## src/mmoc_pkg.sv

```systemverilog
// Package for the MAC operating-mode and interrupt-enable register bank.
// Assumes a 32-bit classic Wishbone slave on core_clk.
package mmoc_pkg;
    localparam logic [7:0] OPMODE_OFFSET = 8'h30;
    localparam logic [7:0] INTEN_OFFSET = 8'h38;
    localparam logic [7:0] PROC_OFFSET = 8'h3C;
    localparam logic [31:0] OPMODE_RESET = 32'h32000040;
    localparam logic [31:0] INTEN_RESET = 32'h00000000;
    localparam logic [31:0] INTEN_MASK = 32'h0001EFEF;
    localparam logic [31:0] OPMODE_RO_MASK = 32'h00000015;
    localparam logic [31:0] NORMAL_SRC_MASK = 32'h00004845;
    localparam logic [31:0] ABNORMAL_SRC_MASK = 32'h000027BA;
    localparam int HASH_SELECT_BIT = 0;
    localparam int RECEIVE_RUN_BIT = 1;
    localparam int HASH_ONLY_BIT = 2;
    localparam int KEEP_BAD_BIT = 3;
    localparam int INVERSE_BIT = 4;
    localparam int BACKOFF_HOLD_BIT = 5;
    localparam int ACCEPT_ANY_BIT = 6;
    localparam int PASS_MCAST_BIT = 7;
    localparam int LOOPBACK_LO_BIT = 10;
    localparam int THRESHOLD_LO_BIT = 14;
    localparam int ABNORMAL_SUM_BIT = 15;
    localparam int NORMAL_SUM_BIT = 16;
    localparam int PORT_SELECT_BIT = 18;
    localparam int STORE_FORWARD_BIT = 21;
    localparam int SLOW_THRESHOLD_BIT = 22;
    localparam int CODING_BIT = 23;
    localparam int RANDOMIZER_BIT = 24;
    localparam int RECEIVE_ALL_BIT = 30;
    localparam int IFS_10M_NS = 9600;
    localparam int IFS_100M_NS = 960;
    localparam int CLK_PERIOD_NS = 4;
    localparam logic [11:0] IFS_10M_CYCLES =
        12'((IFS_10M_NS + CLK_PERIOD_NS - 1) / CLK_PERIOD_NS);
    localparam logic [11:0] IFS_100M_CYCLES =
        12'((IFS_100M_NS + CLK_PERIOD_NS - 1) / CLK_PERIOD_NS);
    localparam logic [10:0] THR_SLOW_0 = 11'd72;
    localparam logic [10:0] THR_SLOW_1 = 11'd96;
    localparam logic [10:0] THR_SLOW_2 = 11'd128;
    localparam logic [10:0] THR_SLOW_3 = 11'd160;
    localparam logic [10:0] THR_FAST_0 = 11'd128;
    localparam logic [10:0] THR_FAST_1 = 11'd256;
    localparam logic [10:0] THR_FAST_2 = 11'd512;
    localparam logic [10:0] THR_FAST_3 = 11'd1024;
    localparam logic [2:0] RX_STATE_STOPPED = 3'h0;
    localparam logic [2:0] RX_STATE_FETCH = 3'h1;
    localparam logic [2:0] RX_STATE_WAIT = 3'h3;
    localparam logic [2:0] RX_STATE_SUSPENDED = 3'h4;

    typedef enum logic [2:0] {
        MMOC_FILT_PERFECT16,
        MMOC_FILT_HASH_ONE,
        MMOC_FILT_HASH_ALL,
        MMOC_FILT_INVERSE,
        MMOC_FILT_PROMISC,
        MMOC_FILT_ALL_MCAST,
        MMOC_FILT_UNDEFINED
    } mmoc_filter_t;

    typedef enum logic [1:0] {
        MMOC_PORT_SERIAL,
        MMOC_PORT_MII,
        MMOC_PORT_SYMBOL
    } mmoc_port_t;

    typedef struct packed {
        logic [3:0] match;
        logic is_multicast;
        logic valid;
    } mmoc_frame_t;

    typedef struct packed {
        logic accept;
        logic address_match;
    } mmoc_verdict_t;

    typedef struct packed {
        mmoc_port_t port;
        logic rate_100m;
        logic coding_on;
        logic randomizer_on;
        logic loop_internal;
        logic loop_external;
        logic mii_txen_block;
    } mmoc_port_cfg_t;
endpackage : mmoc_pkg

```

## src/mmoc_regs.sv

```systemverilog
// Operating-mode and interrupt-enable registers with filter and port decode.
// Assumes a classic Wishbone master, and receive/backoff logic outside.
// Summary of operation
// RULE1 - Pass-multicast accepts every group-address frame; physical ones stay filtered.
// RULE2 - Accept-any receives every valid frame; it is set after reset.
// RULE3 - Backoff-hold pauses backoff on carrier; inter-frame gap after carrier drop.
// RULE4 - Inverse-filter bit is read only, meaningful under perfect filtering.
// RULE5 - Keep-bad-frames delivers runts, fragments and truncated frames that matched.
// RULE6 - Software wanting bad frames sets accept-any together with keep-bad-frames.
// RULE7 - Hash-only bit is read only; hashes physical and multicast addresses.
// RULE8 - Receive-run start fetches descriptor; not owned means suspend and flag.
// RULE9 - Software starts receive only when stopped and after list base is set.
// RULE10 - Clearing receive-run stops after current frame, only from running or suspended.
// RULE11 - Hash-select read only: clear is perfect, set hashes multicast.
// RULE12 - Threshold code picks 72..160 or 128..1024 bytes; store-forward overrides.
// RULE13 - Port select and slow threshold pick serial, MII 10 or MII 100.
// RULE14 - Coding bit at 100 Mb/s gives symbol mode; randomizer adds scrambling.
// RULE15 - Loopback field: 00 normal, 01 internal, 10 external.
// RULE16 - Internal loopback covers both ports; MII transmit enable held off.
// RULE17 - Filter bits decode to perfect, hash, inverse, promiscuous or all-multicast.
// RULE18 - Receive-all still evaluates the filter and reports address match.
// RULE19 - Software changes mode bits only while the named processes are stopped.
// RULE20 - An interrupt-enable bit set to one enables its status event.
// RULE21 - Hardware and software reset clear every interrupt enable.
// RULE22 - A source interrupts only with own enable, group summary and status set.
// RULE23 - Writes leave the read-only filter bits; setup frame establishes them.
//
// Chosen here: the Wishbone interface to the registers.
`timescale 1ns/100ps
`default_nettype none
module mmoc_regs (
    input wire logic core_clk,
    input wire logic rst,
    input wire logic clk_en,
    input wire logic soft_rst,
    input wire logic cyc_i,
    input wire logic stb_i,
    input wire logic we_i,
    input wire logic [7:0] adr_i,
    input wire logic [3:0] sel_i,
    input wire logic [31:0] dat_i,
    output logic [31:0] dat_o,
    output logic ack_o,
    input wire logic setup_load,
    input wire logic [2:0] setup_filter_bits,
    input wire logic desc_fetch_done,
    input wire logic desc_owned,
    input wire logic rx_frame_active,
    input wire mmoc_pkg::mmoc_frame_t frame_in,
    output mmoc_pkg::mmoc_verdict_t verdict,
    input wire logic carrier_sense,
    output logic backoff_run,
    output logic tx_gap_done,
    output logic rx_buf_unavail_set,
    output logic [2:0] rx_state,
    output logic [10:0] tx_threshold_bytes,
    output logic tx_store_forward,
    output mmoc_pkg::mmoc_port_cfg_t port_cfg,
    output logic keep_bad_frames,
    input wire logic [16:0] status_bits,
    output logic [16:0] int_pending
);
    typedef enum logic [1:0] {RX_STOPPED, RX_FETCH, RX_WAIT, RX_SUSP} rx_t;
    logic [31:0] opmode_r;
    logic [31:0] inten_r;
    logic [2:0] filt_r;
    logic ack_r;
    logic [31:0] dat_r;
    rx_t rx_r;
    logic stop_pending_r;
    logic [11:0] gap_cnt_r;
    logic carrier_seen_r;
    logic wr_stb;
    logic [31:0] wmask;
    logic [31:0] opmode_nxt;
    logic [31:0] opmode_view;
    mmoc_pkg::mmoc_filter_t filter_mode;

    function automatic logic [31:0] byte_mask(input logic [3:0] sel);
        byte_mask = {{8{sel[3]}}, {8{sel[2]}}, {8{sel[1]}}, {8{sel[0]}}};
    endfunction : byte_mask

    assign wr_stb = cyc_i && stb_i && we_i && !ack_r && clk_en;
    assign wmask = byte_mask(sel_i);
    assign ack_o = ack_r;
    assign dat_o = dat_r;

    // Read-only filter bits come from the setup-frame image, not the bus
    always_comb begin
        opmode_view = opmode_r & ~mmoc_pkg::OPMODE_RO_MASK; // RULE23
        opmode_view[mmoc_pkg::HASH_SELECT_BIT] = filt_r[0]; // RULE11
        opmode_view[mmoc_pkg::HASH_ONLY_BIT] = filt_r[1]; // RULE7
        opmode_view[mmoc_pkg::INVERSE_BIT] = filt_r[2]; // RULE4
    end

    always_comb begin
        opmode_nxt = (opmode_r & ~wmask) | (dat_i & wmask);
        opmode_nxt = opmode_nxt & ~mmoc_pkg::OPMODE_RO_MASK; // RULE23
    end

    // Single wait-free cycle: ack one edge after the strobe, then drop
    always_ff @(posedge core_clk or posedge rst) begin
        if (rst) begin
            ack_r <= 1'b0;
        end else if (clk_en) begin
            ack_r <= cyc_i && stb_i && !ack_r;
        end
    end

    always_ff @(posedge core_clk or posedge rst) begin
        if (rst) begin
            dat_r <= 32'h00000000;
        end else if (clk_en && cyc_i && stb_i && !ack_r) begin
            if (adr_i == mmoc_pkg::OPMODE_OFFSET) begin
                dat_r <= opmode_view;
            end else if (adr_i == mmoc_pkg::INTEN_OFFSET) begin
                dat_r <= inten_r;
            end else if (adr_i == mmoc_pkg::PROC_OFFSET) begin
                dat_r <= {29'h0000000, rx_state};
            end else begin
                dat_r <= 32'h00000000;
            end
        end
    end

    // Port select survives a software reset, the rest returns to reset value
    always_ff @(posedge core_clk or posedge rst) begin
        if (rst) begin
            opmode_r <= mmoc_pkg::OPMODE_RESET & ~mmoc_pkg::OPMODE_RO_MASK; // RULE2
        end else if (clk_en) begin
            if (soft_rst) begin
                opmode_r <= (mmoc_pkg::OPMODE_RESET
                    & ~mmoc_pkg::OPMODE_RO_MASK & ~32'h00040000)
                    | (opmode_r & 32'h00040000);
            end else if (wr_stb && adr_i == mmoc_pkg::OPMODE_OFFSET) begin
                // Field-change timing is software's duty; no interlock here
                opmode_r <= opmode_nxt; // RULE19
            end
        end
    end

    always_ff @(posedge core_clk or posedge rst) begin
        if (rst) begin
            filt_r <= 3'h0;
        end else if (clk_en) begin
            if (soft_rst) begin
                filt_r <= 3'h0;
            end else if (setup_load) begin
                filt_r <= setup_filter_bits; // RULE23
            end
        end
    end

    always_ff @(posedge core_clk or posedge rst) begin
        if (rst) begin
            inten_r <= mmoc_pkg::INTEN_RESET; // RULE21
        end else if (clk_en) begin
            if (soft_rst) begin
                inten_r <= mmoc_pkg::INTEN_RESET; // RULE21
            end else if (wr_stb && adr_i == mmoc_pkg::INTEN_OFFSET) begin
                inten_r <= ((inten_r & ~wmask) | (dat_i & wmask))
                    & mmoc_pkg::INTEN_MASK; // RULE20
            end
        end
    end

    // Each source needs own enable, its group summary enable and status
    always_comb begin
        int_pending = status_bits & inten_r[16:0]
            & ((mmoc_pkg::NORMAL_SRC_MASK[16:0]
                & {17{inten_r[mmoc_pkg::NORMAL_SUM_BIT]}})
             | (mmoc_pkg::ABNORMAL_SRC_MASK[16:0]
                & {17{inten_r[mmoc_pkg::ABNORMAL_SUM_BIT]}})); // RULE22
    end

    // Receive process control
    always_ff @(posedge core_clk or posedge rst) begin
        if (rst) begin
            rx_r <= RX_STOPPED;
            stop_pending_r <= 1'b0;
        end else if (clk_en) begin
            if (soft_rst) begin
                rx_r <= RX_STOPPED;
                stop_pending_r <= 1'b0;
            end else begin
                case (rx_r)
                    RX_STOPPED: begin
                        stop_pending_r <= 1'b0;
                        if (opmode_r[mmoc_pkg::RECEIVE_RUN_BIT]) begin
                            rx_r <= RX_FETCH; // RULE8
                        end
                    end
                    RX_FETCH: begin
                        if (desc_fetch_done) begin
                            rx_r <= desc_owned ? RX_WAIT : RX_SUSP; // RULE8
                        end
                    end
                    RX_WAIT, RX_SUSP: begin
                        if (!opmode_r[mmoc_pkg::RECEIVE_RUN_BIT]) begin
                            stop_pending_r <= 1'b1; // RULE10
                        end
                        if ((stop_pending_r
                             || !opmode_r[mmoc_pkg::RECEIVE_RUN_BIT])
                            && !rx_frame_active) begin
                            rx_r <= RX_STOPPED; // RULE10
                        end
                    end
                    default: rx_r <= RX_STOPPED;
                endcase
            end
        end
    end

    always_ff @(posedge core_clk or posedge rst) begin
        if (rst) begin
            rx_buf_unavail_set <= 1'b0;
        end else if (clk_en) begin
            rx_buf_unavail_set <= !soft_rst && rx_r == RX_FETCH
                && desc_fetch_done && !desc_owned; // RULE8
        end
    end

    always_comb begin
        case (rx_r)
            RX_STOPPED: rx_state = mmoc_pkg::RX_STATE_STOPPED;
            RX_FETCH: rx_state = mmoc_pkg::RX_STATE_FETCH;
            RX_WAIT: rx_state = mmoc_pkg::RX_STATE_WAIT;
            default: rx_state = mmoc_pkg::RX_STATE_SUSPENDED;
        endcase
    end

    // Filter decode on {pass-mcast, accept-any, inverse, hash-only, hash-sel}
    always_comb begin
        logic [4:0] f;
        f = {opmode_r[mmoc_pkg::PASS_MCAST_BIT],
             opmode_r[mmoc_pkg::ACCEPT_ANY_BIT], filt_r[2], filt_r[1],
             filt_r[0]};
        if (f == 5'h00) begin
            filter_mode = mmoc_pkg::MMOC_FILT_PERFECT16; // RULE17
        end else if (f == 5'h01) begin
            filter_mode = mmoc_pkg::MMOC_FILT_HASH_ONE; // RULE17
        end else if (f == 5'h03) begin
            filter_mode = mmoc_pkg::MMOC_FILT_HASH_ALL; // RULE17
        end else if (f == 5'h04) begin
            filter_mode = mmoc_pkg::MMOC_FILT_INVERSE; // RULE17
        end else if (f[3:1] == 3'h4 || f == 5'h0B) begin
            filter_mode = mmoc_pkg::MMOC_FILT_PROMISC; // RULE17
        end else if (f[4:1] == 4'h8 || f == 5'h13) begin
            filter_mode = mmoc_pkg::MMOC_FILT_ALL_MCAST; // RULE17
        end else begin
            filter_mode = mmoc_pkg::MMOC_FILT_UNDEFINED;
        end
    end

    // match: [0] perfect table hit, [1] hash hit, [2] single perfect, [3] bad
    always_comb begin
        logic hit;
        logic phys_hit;
        hit = 1'b0;
        phys_hit = filt_r[0] ? (filt_r[1] ? frame_in.match[1]
                                          : frame_in.match[2])
                             : frame_in.match[0]; // RULE11
        case (filter_mode)
            mmoc_pkg::MMOC_FILT_PERFECT16: hit = frame_in.match[0];
            mmoc_pkg::MMOC_FILT_HASH_ONE:
                hit = frame_in.is_multicast ? frame_in.match[1]
                                            : frame_in.match[2];
            mmoc_pkg::MMOC_FILT_HASH_ALL: hit = frame_in.match[1];
            mmoc_pkg::MMOC_FILT_INVERSE: hit = !frame_in.match[0]; // RULE4
            mmoc_pkg::MMOC_FILT_PROMISC: hit = 1'b1; // RULE2
            mmoc_pkg::MMOC_FILT_ALL_MCAST:
                hit = frame_in.is_multicast || phys_hit; // RULE1
            default: hit = 1'b0;
        endcase
        verdict.address_match = hit; // RULE18
        verdict.accept = frame_in.valid
            && (hit || opmode_r[mmoc_pkg::RECEIVE_ALL_BIT]) // RULE18
            && (!frame_in.match[3]
                || opmode_r[mmoc_pkg::KEEP_BAD_BIT]); // RULE5
    end

    assign keep_bad_frames = opmode_r[mmoc_pkg::KEEP_BAD_BIT]; // RULE5

    // Threshold selection
    always_comb begin
        logic slow;
        slow = !opmode_r[mmoc_pkg::PORT_SELECT_BIT]
            || opmode_r[mmoc_pkg::SLOW_THRESHOLD_BIT];
        tx_store_forward = opmode_r[mmoc_pkg::STORE_FORWARD_BIT]; // RULE12
        case (opmode_r[mmoc_pkg::THRESHOLD_LO_BIT +: 2])
            2'h0: tx_threshold_bytes = slow ? mmoc_pkg::THR_SLOW_0
                                            : mmoc_pkg::THR_FAST_0; // RULE12
            2'h1: tx_threshold_bytes = slow ? mmoc_pkg::THR_SLOW_1
                                            : mmoc_pkg::THR_FAST_1; // RULE12
            2'h2: tx_threshold_bytes = slow ? mmoc_pkg::THR_SLOW_2
                                            : mmoc_pkg::THR_FAST_2; // RULE12
            default: tx_threshold_bytes = slow ? mmoc_pkg::THR_SLOW_3
                                               : mmoc_pkg::THR_FAST_3;
        endcase
    end

    // Port, rate and loopback; code 11 loopback is treated as normal
    always_comb begin
        logic ps;
        logic slow_t;
        logic [1:0] lb;
        ps = opmode_r[mmoc_pkg::PORT_SELECT_BIT];
        slow_t = opmode_r[mmoc_pkg::SLOW_THRESHOLD_BIT];
        lb = opmode_r[mmoc_pkg::LOOPBACK_LO_BIT +: 2];
        port_cfg.coding_on = ps && !slow_t
            && opmode_r[mmoc_pkg::CODING_BIT]; // RULE14
        port_cfg.randomizer_on = port_cfg.coding_on
            && opmode_r[mmoc_pkg::RANDOMIZER_BIT]; // RULE14
        if (!ps) begin
            port_cfg.port = mmoc_pkg::MMOC_PORT_SERIAL; // RULE13
        end else if (port_cfg.coding_on) begin
            port_cfg.port = mmoc_pkg::MMOC_PORT_SYMBOL; // RULE14
        end else begin
            port_cfg.port = mmoc_pkg::MMOC_PORT_MII; // RULE13
        end
        port_cfg.rate_100m = ps && !slow_t; // RULE13
        port_cfg.loop_internal = lb == 2'h1; // RULE15
        port_cfg.loop_external = lb == 2'h2; // RULE15
        // Symbols still leave on the symbol port during internal loop
        port_cfg.mii_txen_block = port_cfg.loop_internal
            && port_cfg.port == mmoc_pkg::MMOC_PORT_MII; // RULE16
    end

    // Backoff hold and post-carrier gap counter
    always_ff @(posedge core_clk or posedge rst) begin
        if (rst) begin
            gap_cnt_r <= 12'h000;
            carrier_seen_r <= 1'b0;
        end else if (clk_en) begin
            carrier_seen_r <= carrier_sense;
            if (carrier_sense) begin
                gap_cnt_r <= port_cfg.rate_100m ? mmoc_pkg::IFS_100M_CYCLES
                                                : mmoc_pkg::IFS_10M_CYCLES;
            end else if (gap_cnt_r != 12'h000) begin
                gap_cnt_r <= gap_cnt_r - 12'h001; // RULE3
            end
        end
    end

    assign backoff_run = !(opmode_r[mmoc_pkg::BACKOFF_HOLD_BIT]
        && carrier_sense); // RULE3
    assign tx_gap_done = !carrier_sense && !carrier_seen_r
        && gap_cnt_r == 12'h000; // RULE3
endmodule : mmoc_regs
`default_nettype wire

```

## config.mk

```make
export PLATFORM = sky130hd
export DESIGN_NAME = mmoc_regs
export DESIGN_NICKNAME = d
export VERILOG_FILES = /design/src/mmoc_pkg.sv /design/src/mmoc_regs.sv
export SDC_FILE = /design/constraint.sdc
export NUM_CORES = 1
export LEC_CHECK = 0
export BUFFER_PORTS_ARGS = -buffer_cell sky130_fd_sc_hd__buf_2
export CAP_MARGIN = 30
export CORE_MARGIN = 4
export CORE_UTILIZATION = 25
export CTS_CLUSTER_SIZE = 16
export DETAILED_ROUTE_END_ITERATION = 12
export GPL_ROUTABILITY_DRIVEN = 1
export GPL_TIMING_DRIVEN = 0
export SYNTH_ARGS = -nofsm -noshare
export SYNTH_HDL_FRONTEND = slang
export SYNTH_SLANG_ARGS = --single-unit
export TNS_END_PERCENT = 50
```

## constraint.sdc

```tcl
create_clock -name core_clk -period 8.7 [get_ports core_clk]
set_input_delay 1.74 -clock core_clk [delete_from_list [all_inputs] [get_ports core_clk]]
set_output_delay 1.74 -clock core_clk [all_outputs]
set_load 0.01 [all_outputs]
```

* Word level (Yosys, flattened, before mapping)
Cells that the tools add are included.
Storage, ports and cells: register bits 117, input bits 82, output and inout port bits 79, logic and storage cells 149
Cells by class: add/sub/neg operators 1, equal/unequal tests 27, mux-type cells 39, bitwise gates (word level) 10, reduce and logical (&&, ||, !) cells 61
Operators by type and width (number):
- $mux W32 | 6
- $and A32 B32 Y32 | 2
- $mux W12 | 3
- $and A17 B17 Y17 | 2
- $pmux W11 S3 | 1
- $not A32 Y32 | 1
- $or A32 B32 Y32 | 1
- $eq A8 B6 Y1 const B | 3
- $logic_and A1 B1 Y1 | 23
- $mux W3 | 7
- $and A17 B15 Y17 | 1
- $or A17 B17 Y17 | 1
- $mux W2 | 8
- $or A15 B14 Y15 | 1
- $logic_not A1 Y1 | 12
- $logic_not A12 Y1 | 1
- $ne A3 B3 Y1 const B | 4
- $reduce_bool A12 Y1 | 1
- $sub A12 B1 Y12 const B | 1
- $mux W11 | 1
- $mux W10 | 1
- $eq A3 B3 Y1 const B | 3
- $mux W9 | 1
- $pmux W3 S3 | 1
- 26 further kinds | 52

* Longest topological paths before layout
depth in word-level cells 13, gate-level depth with buffers 7

* Worst setup path before layout
Ideal clock, no wire load.
path kind input -> output, start input port frame_in[3] (netlist name), end output port verdict[1] (netlist name), data arrival time 2.531 ns, required time 6.960 ns, slack 4.429 ns, stages 5, path buffers 0, path through mux2_2 -> mux2i_1 -> a31oi_1 -> o21ai_0 -> a31oi_1
RTL lines:
- from (decl) | RTL line mmoc_regs.sv:49 | input wire mmoc_pkg::mmoc_frame_t frame_in,
- to (decl) | RTL line mmoc_regs.sv:50 | output mmoc_pkg::mmoc_verdict_t verdict,

==> metrics.txt <==
FILL cells=2044; Final Cycle Share=0.5279; GRT Util Overall=0.1422; Gate power share=0.177; Final ANT Viol Nets=0; Seq pwr share=0.457; DRC=0; cell area after synthesis=5006 um2; Finished Core Util=0.3281; most frequent cell after synthesis=dfrtp_1; Vias=4251; Cells after Synth=485; Pwr Density=180.0 nW/um2; CTS H-tree lvls=3; Synth top cells by count=93 x dfrtp_1, 41 x inv_1, 31 x a22o_1; layout overhead on the synthesized area=28.39%; number of I/O port buffers=143; Synth top area share=0.4649; vias in the first global route=4172; clk sinks=97; first-pass GRT wire length=24.23 mm; Synth Warn #=0; ranking of synthesized cells by area=dfrtp_1 46%, a22o_1 5.4%, mux2i_1 5.4%, inv_1 3.1%, o22ai_1 2.9%; P_int=0.8131 mW; nets=734; fmax=217.7 MHz; fin worst setup slack=4.107 ns; setup TNS=0 ns; LEAKAGE=3.263 nW; Cell variety after synth=63; final-report max-slew violation count=0; status=finished clean; Clk Latency, worst-skew pair=0.35 ns; DIE WIDTH=149.5 um; Final setup viols=0; routability cong.=0.8658; DP Area=6110 um2; VDD IR max=0.00007545 V; register area=2432 um2; clock group share of total power=0.365; pre-CTS setup slack=4.097 ns; row count=51; gr ovfl total=0; max cap viols=0; layout cells sized above 1=0.3236; largest net degree at the start of global routing=51; Multi-input gate area=2250 um2; Avg Synthesized Cell Area=10.32 um2; CORE AREA=19590 um2; Starting DRT DRC Count=222; CP Capture Type=output port; worst-margin pin slew=0.8033 ns; clock tree skew after final layout=0.005234 ns; Critical Path RT=6.96 ns; Die ar.=22350 um2; # hold bufs at CTS=0; CTS root buffer=clkbuf_16; Initial Util=0.2555; Hold Path Class=register to register; unrepaired setup endpoints after global routing=no; CP max FO=3; Routed WL=15.90 mm; Vias/cell=4.626; clock-pin transition on the worst setup and hold timing paths=0.07 ns; initial antenna violation count=1; NetSw=0.3438 mW; Async SR Flop Fraction=1.000; Slew HR=0.4644; CTS tree=built; Max clock buf depth=2; Yosys top cell by area=dfrtp_1; Synth Flop Type=dfrtp_1; Worst EP arrival=2.85 ns; CTS resizes=0; CTS Buf Count=9; register area share after synthesis=0.4859; IO Pins=161; detailed-router iteration count before antenna repair=4; setup bufs post-CTS=0; Die Height=149.5 um; crit path kind=primary input to output port; Startpoint Class=primary input; WL/cell=17.30 um; Hold Slack=0.4626 ns; Switching Fraction=0.2972; Final min period=4.593 ns; Post-synth EDFFs=0; design area=6427 um2; post-DP HPWL=12.05 mm; Final Hold Viols=0; #FFs+latches synth=97
## layout make-up
type	count	area share
sequential	97	0.3784
timing repair buffer	144	0.1156
multi-input combinational	316	0.3500
clock buffer	10	0.03718
inverter	41	0.02433
tap	265	0.05159
antenna	2	0.0007787
clock inverter	6	0.01149
buffer	38	0.03056
## cells by family after synthesis
logic type,count (synthesis),synth area share
other,1,0.0007491
buffers and inverters,79,0.06998
adders and majority gates,5,0.01250
muxes,33,0.06748
AOI/OAI and AO/OA,133,0.1910
xor gates and xnor gates,5,0.008747
and+or+nand+nor,132,0.1637
DFF,97,0.4859
## sequential cells by signal, summed over array words and instances, names as in the netlist, 2 cells and up, named ones only
name,count
dat_o,32
filt_r,3
gap_cnt_r,12
inten_r,15
opmode_r,28
rx_r,2
## critical path, stage by stage
cell and delay (ns):
buf_2 0.11, mux2_2 0.25, mux2i_1 0.14, a31oi_1 0.09
o21ai_0 0.23, a31oi_1 0.13, buf_2 0.15
## cells in the final DEF, fill, tap and decap left out, drive strengths merged, types with 11 or more instances in the layout
master  count
mux2i      27
o21ai      27
clkbuf     30
and3       19
o22ai      23
dfrtp      93
a22oi      15
buf       162
nor2       22
nand2      26
nor3       11
a22o       39
inv        43
## final timing paths
check                                            to  slack, ns  cells after the start                     start
setup / recovery                         verdict[1]       4.11                      7               frame_in[3]
hold / removal             opmode_r[29]$_DFFE_PP1P_       0.46                      2  opmode_r[29]$_DFFE_PP1P_
setup reg to reg           gap_cnt_r[2]$_DFFE_PP0P_       6.55                      7  gap_cnt_r[0]$_DFFE_PP0P_
hold reg to reg            opmode_r[29]$_DFFE_PP1P_       0.46                      2  opmode_r[29]$_DFFE_PP1P_
max in group asynchronous   opmode_r[6]$_DFFE_PP1P_       6.49                      3                       rst
min in group asynchronous     dat_o[22]$_DFFE_PP0P_       1.48                      2                       rst
## power by group through the flow
stage                     clock network, mW  registers, mW  logic [mW]
final                                 0.423          0.529       0.205
after global routing                  0.457          0.535       0.232
after CTS                             0.438          0.529       0.209
after detailed placement                  0          0.538       0.208
after global placement                    0          0.536       0.202
after floorplan                           0          0.525       0.142
## per-layer routing
metal,GRT usage,wire length [um]
met5,0,0
met4,0.05217,338
met3,0.03119,955
met2,0.2244,7399
met1,0.1919,7202
## metrics by stage
step | power, mW | instances
after global placement | 0.7389 | 900
final | 1.157 | 919
after global routing | 1.224 | 918
after detailed placement | 0.7456 | 901
after CTS | 1.176 | 917
after floorplan | 0.6664 | 492
(Power assumes the default switching activity.)
